**src/rtl/dtp_consts.svh**
```systemverilog
// address, bit-position and code constants for the drive/termination/power config block
`ifndef DTP_CONSTS_SVH
`define DTP_CONSTS_SVH
`define DTP_ADDR_GLOBAL 4'h0
`define DTP_ADDR_TIMING 4'h2
`define DTP_ADDR_CA_DRV 4'h3
`define DTP_ADDR_CTL_DRV 4'h4
`define DTP_ADDR_CK_DRV 4'h5
`define DTP_ADDR_XTERM 4'h8
`define DTP_ADDR_PWR 4'h9
`define DTP_WORD_RESET 4'h0
`define DTP_GLB_FLOAT 1
`define DTP_TIM_PRELAUNCH 0
`define DTP_TIM_TERM 2
`define DTP_XT_MIRROR 3
`define DTP_PWR_WEAK 0
`define DTP_PWR_ODT_OFF 2
`define DTP_PWR_PD_EN 3
`define DTP_XT_DEFAULT 3'h0
`define DTP_XT_200 3'h2
`define DTP_XT_300 3'h4
`define DTP_XT_OFF 3'h7
`define DTP_LO_PAIR 1:0
`define DTP_HI_PAIR 3:2
`define DTP_XT_LOW 2:0
`endif

```
**src/rtl/dtp_pkg.sv**
```systemverilog
// types shared by the configuration block
package dtp_pkg;
  typedef enum logic [1:0] {DTP_LIGHT, DTP_MODERATE, DTP_STRONG, DTP_RESERVED} dtp_drive_t;
  typedef enum logic [2:0] {DTP_T_OFF, DTP_T_100, DTP_T_150, DTP_T_200, DTP_T_300,
    DTP_T_RSVD} dtp_term_t;
endpackage

```
**src/rtl/dtp_config.sv**
```systemverilog
// control word decode for drive strength, termination and power saving
`include "dtp_consts.svh"
module dtp_config (
  // clock and reset
  input wire logic core_clk,
  input wire logic rstn,
  input wire logic clk_en,
  // control word write, from the command inputs
  input wire logic cw_write,
  input wire logic [3:0] cw_addr,
  input wire logic cw_data_bit0,
  input wire logic cw_data_bit1,
  input wire logic cw_data_bit2,
  input wire logic cw_data_bit3,
  // pins
  input wire logic mirror,
  input wire logic clock_enable_in_0,
  input wire logic clock_enable_in_1,
  input wire logic term_enable_input_pins,
  // drive strengths
  output dtp_pkg::dtp_drive_t ca_drive_a,
  output dtp_pkg::dtp_drive_t ca_drive_b,
  output dtp_pkg::dtp_drive_t ctl_drive_a,
  output dtp_pkg::dtp_drive_t ctl_drive_b,
  output dtp_pkg::dtp_drive_t clk_drive_13,
  output dtp_pkg::dtp_drive_t clk_drive_02,
  // termination
  output dtp_pkg::dtp_term_t term_value,
  output logic term_main_en,
  output logic term_sel_odt_en,
  // output modes
  output logic ca_prelaunch,
  output logic ca_float_idle,
  output logic weak_drive,
  output logic power_down,
  output logic term_enable_outputs
);
  import dtp_pkg::*;

  // stored words
  logic [3:0] w_glb, w_tim, w_ca, w_ctl, w_ck, w_xt, w_pwr;
  wire [3:0] wdata = {cw_data_bit3, cw_data_bit2, cw_data_bit1, cw_data_bit0};

  // address decode for word selects
  wire sel_glb = cw_write && (cw_addr == `DTP_ADDR_GLOBAL);
  wire sel_tim = cw_write && (cw_addr == `DTP_ADDR_TIMING);
  wire sel_ca = cw_write && (cw_addr == `DTP_ADDR_CA_DRV);
  wire sel_ctl = cw_write && (cw_addr == `DTP_ADDR_CTL_DRV);
  wire sel_ck = cw_write && (cw_addr == `DTP_ADDR_CK_DRV);
  wire sel_xt = cw_write && (cw_addr == `DTP_ADDR_XTERM);
  wire sel_pwr = cw_write && (cw_addr == `DTP_ADDR_PWR);

  // word storage
  dtp_word_reg u_glb (.core_clk(core_clk), .rstn(rstn), .clk_en(clk_en), .wr(sel_glb),
    .wdata(wdata), .word(w_glb));
  dtp_word_reg u_tim (.core_clk(core_clk), .rstn(rstn), .clk_en(clk_en), .wr(sel_tim),
    .wdata(wdata), .word(w_tim));
  dtp_word_reg u_ca (.core_clk(core_clk), .rstn(rstn), .clk_en(clk_en), .wr(sel_ca),
    .wdata(wdata), .word(w_ca));
  dtp_word_reg u_ctl (.core_clk(core_clk), .rstn(rstn), .clk_en(clk_en), .wr(sel_ctl),
    .wdata(wdata), .word(w_ctl));
  dtp_word_reg u_ck (.core_clk(core_clk), .rstn(rstn), .clk_en(clk_en), .wr(sel_ck),
    .wdata(wdata), .word(w_ck));
  dtp_word_reg u_xt (.core_clk(core_clk), .rstn(rstn), .clk_en(clk_en), .wr(sel_xt),
    .wdata(wdata), .word(w_xt));
  dtp_word_reg u_pwr (.core_clk(core_clk), .rstn(rstn), .clk_en(clk_en), .wr(sel_pwr),
    .wdata(wdata), .word(w_pwr));

  // two-bit strength code to level
  function automatic dtp_drive_t drv3(input logic [1:0] c);
    case (c)
      2'h0: drv3 = DTP_LIGHT;
      2'h1: drv3 = DTP_MODERATE;
      2'h2: drv3 = DTP_STRONG;
      default: drv3 = DTP_RESERVED;
    endcase
  endfunction

  // control outputs only have light and moderate
  function automatic dtp_drive_t drv2(input logic [1:0] c);
    case (c)
      2'h0: drv2 = DTP_LIGHT;
      2'h1: drv2 = DTP_MODERATE;
      default: drv2 = DTP_RESERVED;
    endcase
  endfunction

  wire dtp_drive_t next_ca_drive_a = drv3(w_ca[`DTP_LO_PAIR]);
  wire dtp_drive_t next_ca_drive_b = drv3(w_ca[`DTP_HI_PAIR]);
  wire dtp_drive_t next_ctl_drive_a = drv2(w_ctl[`DTP_LO_PAIR]);
  wire dtp_drive_t next_ctl_drive_b = drv2(w_ctl[`DTP_HI_PAIR]);
  wire dtp_drive_t next_clk_drive_13 = drv3(w_ck[`DTP_LO_PAIR]);
  wire dtp_drive_t next_clk_drive_02 = drv3(w_ck[`DTP_HI_PAIR]);

  // termination value selection
  wire [2:0] xt_low = w_xt[`DTP_XT_LOW];
  dtp_term_t next_term_value;
  // extra word value select, timing word fallback
  always_comb begin
    case (xt_low)
      `DTP_XT_DEFAULT: next_term_value = w_tim[`DTP_TIM_TERM] ? DTP_T_150 : DTP_T_100;
      `DTP_XT_200: next_term_value = DTP_T_200;
      `DTP_XT_300: next_term_value = DTP_T_300;
      `DTP_XT_OFF: next_term_value = DTP_T_OFF;
      default: next_term_value = DTP_T_RSVD;
    endcase
  end

  // power-down state
  // enable bit gates everything, both enables low
  wire pd_en = w_pwr[`DTP_PWR_PD_EN];
  wire next_power_down = pd_en && !clock_enable_in_0 && !clock_enable_in_1;
  wire pd_term_off = next_power_down && w_pwr[`DTP_PWR_ODT_OFF];

  // termination enables
  // mirror bit, only honoured with low bits clear
  wire mirror_kill = mirror && !(w_xt[`DTP_XT_MIRROR] && (xt_low == `DTP_XT_DEFAULT));
  // mirror spares select and odt inputs
  wire next_term_main_en = !mirror_kill && (xt_low != `DTP_XT_OFF) && !pd_term_off;
  // all-ones turns off select and odt too, power-down off
  wire next_term_sel_odt_en = (xt_low != `DTP_XT_OFF) && !pd_term_off;
  // odt outputs held low in power-down with termination off
  wire next_term_enable_outputs = pd_term_off ? 1'b0 : term_enable_input_pins;

  // pre-launch request from the timing word
  wire next_ca_prelaunch = w_tim[`DTP_TIM_PRELAUNCH];
  wire glb_float = w_glb[`DTP_GLB_FLOAT];
  // weak drive select, only with float enabled
  wire next_weak_drive = glb_float && w_pwr[`DTP_PWR_WEAK];
  wire next_ca_float_idle = glb_float && !w_pwr[`DTP_PWR_WEAK];

  // output registers
  always_ff @(posedge core_clk or negedge rstn) begin
    if (!rstn) begin
      ca_drive_a <= DTP_LIGHT;
      ca_drive_b <= DTP_LIGHT;
      ctl_drive_a <= DTP_LIGHT;
      ctl_drive_b <= DTP_LIGHT;
      clk_drive_13 <= DTP_LIGHT;
      clk_drive_02 <= DTP_LIGHT;
      term_value <= DTP_T_100;
      term_main_en <= 1'b1;
      term_sel_odt_en <= 1'b1;
      ca_prelaunch <= 1'b0;
      ca_float_idle <= 1'b0;
      weak_drive <= 1'b0;
      power_down <= 1'b0;
      term_enable_outputs <= 1'b0;
    end else if (clk_en) begin
      ca_drive_a <= next_ca_drive_a;
      ca_drive_b <= next_ca_drive_b;
      ctl_drive_a <= next_ctl_drive_a;
      ctl_drive_b <= next_ctl_drive_b;
      clk_drive_13 <= next_clk_drive_13;
      clk_drive_02 <= next_clk_drive_02;
      term_value <= next_term_value;
      term_main_en <= next_term_main_en;
      term_sel_odt_en <= next_term_sel_odt_en;
      ca_prelaunch <= next_ca_prelaunch;
      ca_float_idle <= next_ca_float_idle;
      weak_drive <= next_weak_drive;
      power_down <= next_power_down;
      term_enable_outputs <= next_term_enable_outputs;
    end
  end
endmodule // dtp_config

```
**src/rtl/dtp_word_reg.sv**
```systemverilog
// one 4-bit write-only control word with hold-on-write storage
`include "dtp_consts.svh"
module dtp_word_reg (
  // clock and reset
  input wire logic core_clk,
  input wire logic rstn,
  input wire logic clk_en,
  // write port
  input wire logic wr,
  input wire logic [3:0] wdata,
  // stored word
  output logic [3:0] word
);
  import dtp_pkg::*;
  // load on select
  always_ff @(posedge core_clk or negedge rstn) begin
    if (!rstn) begin
      word <= `DTP_WORD_RESET;
    end else if (clk_en && wr) begin
      word <= wdata;
    end
  end
endmodule // dtp_word_reg

```
**config.mk**
```make
export PLATFORM = sky130hd
export DESIGN_NAME = dtp_config
export DESIGN_NICKNAME = d
export VERILOG_FILES = /design/src/rtl/dtp_pkg.sv /design/src/rtl/dtp_config.sv /design/src/rtl/dtp_word_reg.sv
export VERILOG_INCLUDE_DIRS = /design/src /design/src/rtl
export SDC_FILE = /design/constraint.sdc
export NUM_CORES = 1
export LEC_CHECK = 0
export BUFFER_PORTS_ARGS = -buffer_cell sky130_fd_sc_hd__buf_2
export CORE_ASPECT_RATIO = 1.1
export CORE_UTILIZATION = 45
export DETAILED_ROUTE_END_ITERATION = 16
export PLACE_DENSITY_LB_ADDON = 0.15
export SLEW_MARGIN = 0
export SYNTH_ARGS = -nofsm -noshare
export SYNTH_HDL_FRONTEND = slang
export SYNTH_HIERARCHICAL = 1
export SYNTH_SLANG_ARGS = --single-unit
```
**constraint.sdc**
```tcl
create_clock -name core_clk -period 1.4 [get_ports core_clk]
set_input_delay 0.28 -clock core_clk [delete_from_list [all_inputs] [get_ports core_clk]]
set_output_delay 0.28 -clock core_clk [all_outputs]
set_load 0.005 [all_outputs]
```
==> flow_summary.json <==
{
  "path_max_fanout": 2,
  "finalMaxSlewViolations": 0,
  "ir_drop_mv": 0.866,
  "cp.required_ns": 1.12,
  "pin_count": 38,
  "clockBufferDepth": 2,
  "antenna_found_initial": 0,
  "path_cells": "buf_2",
  "io_buffers": 37,
  "cp-startpoint": "term_main_en",
  "final_area_um2": 2290,
  "syn_inst": 132,
  "cp_slowest_cell": "dfstp_2",
  "stdcell_count": 231,
  "place_congestion": 0.727,
  "drv_cap": 0,
  "fin_ws_ns": 0.187,
  "dpl.hpwl_mm": 2.47,
  "ff_latch_area_um2": 1100,
  "r2r_start": "u_xt/word[1]",
  "synth_area_um2": 1930,
  "hold_violations": 0,
  "power_leakage_nw": 1.17,
  "vias_per_cell": 5.05,
  "cts_resized": 0,
  "drive_gt1_frac": 0.536,
  "dpl_worst_slack_ns": -0.0749,
  "grt_start_max_net_pins": 33,
  "gr-total-overflow": 0,
  "multi_input_area_um2": 763,
  "fin_total_pwr_mw": 3.11,
  "htree_levels": 2,
  "clk_pin_slew_ns": 0.08,
  "endpoint_kind": "output port",
  "clock_skew_ns": 0.00242,
  "root_buffer": "clkbuf_8",
  "clock.fmax_ghz": 0.825,
  "fp.dieArea_um2": 4560,
  "max_slew.worst_pin.slew_ns": 0.313,
  "power_density_nw_per_um2": 1360,
  "finalCritPeriodShare": 0.866,
  "cp_top_family": "flip-flops",
  "min_path_cells": 2,
  "setup_tns_ns": 0,
  "r2r_cells": 2,
  "relSlewSlack": 0.791,
  "coreArea_um2": 4050,
  "cts_tree": "yes",
  "worst-endpoint-arrival_ns": 0.93,
  "min_path_type": "in -> reg",
  "setup_viol": 0,
  "die_w_um": 64.5,
  "path_depth": 1,
  "via_count": 1166,
  "n_antenna_cell": 0,
  "crit_buf_inv": 1,
  "dp.cells": 222,
  "rsz0062_at_grt": "no",
  "worstSetupPathType": "reg -> out",
  "max_stage_delay_ns": 0.53,
  "placed_area_um2": 2190,
  "cts_made_buffers": 5,
  "routedWlPerCell_um": 14.8,
  "cts.sinks": 44,
  "grt_util_all_layers": 0.174,
  "drc_errors": 0,
  "layout_min_cycle_time_ns": 1.21,
  "holdCritStartpoint": "term_enable_input_pins",
  "drtIter0Drc": 79,
  "avgSynthCellArea_um2": 14.6,
  "n_fill_cell": 339,
  "drtPass1Iterations": 4,
  "area_growth_pct": 18.5,
  "clk_latency_ns": 0.29,
  "finalWirelength_mm": 3.43,
  "drtAntennaViolNets": 0,
  "syn_nets": 148,
  "grt_pass1_vias": 1236,
  "layout.nets": 194,
  "die_h_um": 70.7,
  "status": "finished, final reports clean",
  "row_count": 24,
  "synth-warning-count": 6,
  "critPathLaunchType": "flop",
  "grt_pass1_wl_mm": 5.89,
  "start_util": 0.477
}
stage by stage:
step,utilization,hold WS (ns)
2_1_floorplan,-,-0.0156
3_3_place_gp,0.540,0.182
3_5_place_dp,0.540,0.191
4_1_cts,0.565,0.211
5_1_grt,0.565,0.204
6_report,0.565,0.212
flip-flops by register name, indices dropped and copies added, names as in the netlist, 2 cells and up:
signal	count
ca_drive_b	2
u_xt/word	4
u_tim/word	2
clk_drive_02	2
u_ca/word	4
ctl_drive_b	2
u_pwr/word	3
term_value	3
clk_drive_13	2
ca_drive_a	2
u_ctl/word	4
ctl_drive_a	2
u_ck/word	4
repair_timing:
item | in CTS | in global routing
endpoints found under the hold margin | 9 | 0
buffers inserted | 0 | 0
setup endpoints to repair | 0 | 0
hold buffers | 1 | 0
cell type report:
type	instances	area share
inverter	7	0.0115
timing repair buffer	42	0.104
clock buffer	7	0.0377
tap	52	0.0284
sequential	44	0.482
multi-input combinational	78	0.333
clock inverter	1	0.00328
worst paths after layout:
check                                      endpoint  slack (ns)
worst max register to register         term_main_en        0.35
worst max-delay path                   term_main_en        0.19
worst min register to register        term_value[0]        0.49
max in group asynchronous             ca_drive_b[1]        0.54
worst min-delay path            term_enable_outputs        0.21
min in group asynchronous             term_value[1]        0.40
per-layer routing:
layer  track usage  vias to the layer above  wire (um)
li1              -                      554          -
met1         0.215                      580       1480
met2         0.284                       27       1740
met3        0.0532                        5        146
met4        0.0667                        0         55
met5             0                        -          0
report_power, final:
part	switching [mW]	internal [mW]	leakage (nW)
Combinational	0.222	0.400	0.574
Clock	0.412	0.401	0.0445
Sequential	0.153	1.53	0.555
Total	0.786	2.33	1.17
cell usage in the layout, fill, tap and decap left out, drive strengths merged:
cell type	count
a22o	2
nand2b	1
dlygate4sd3	1
o211ai	1
and3	1
nand3	2
a32o	1
nor3	2
dfrtp	41
dfstp	3
mux2	34
nand3b	4
o21ai	5
clkinvlp	1
inv	7
clkbuf	7
o41ai	1
a21oi	3
nand2	8
o311ai	1
buf	41
nor3b	3
nor2	9
Power figures use the tool's default switching activity.
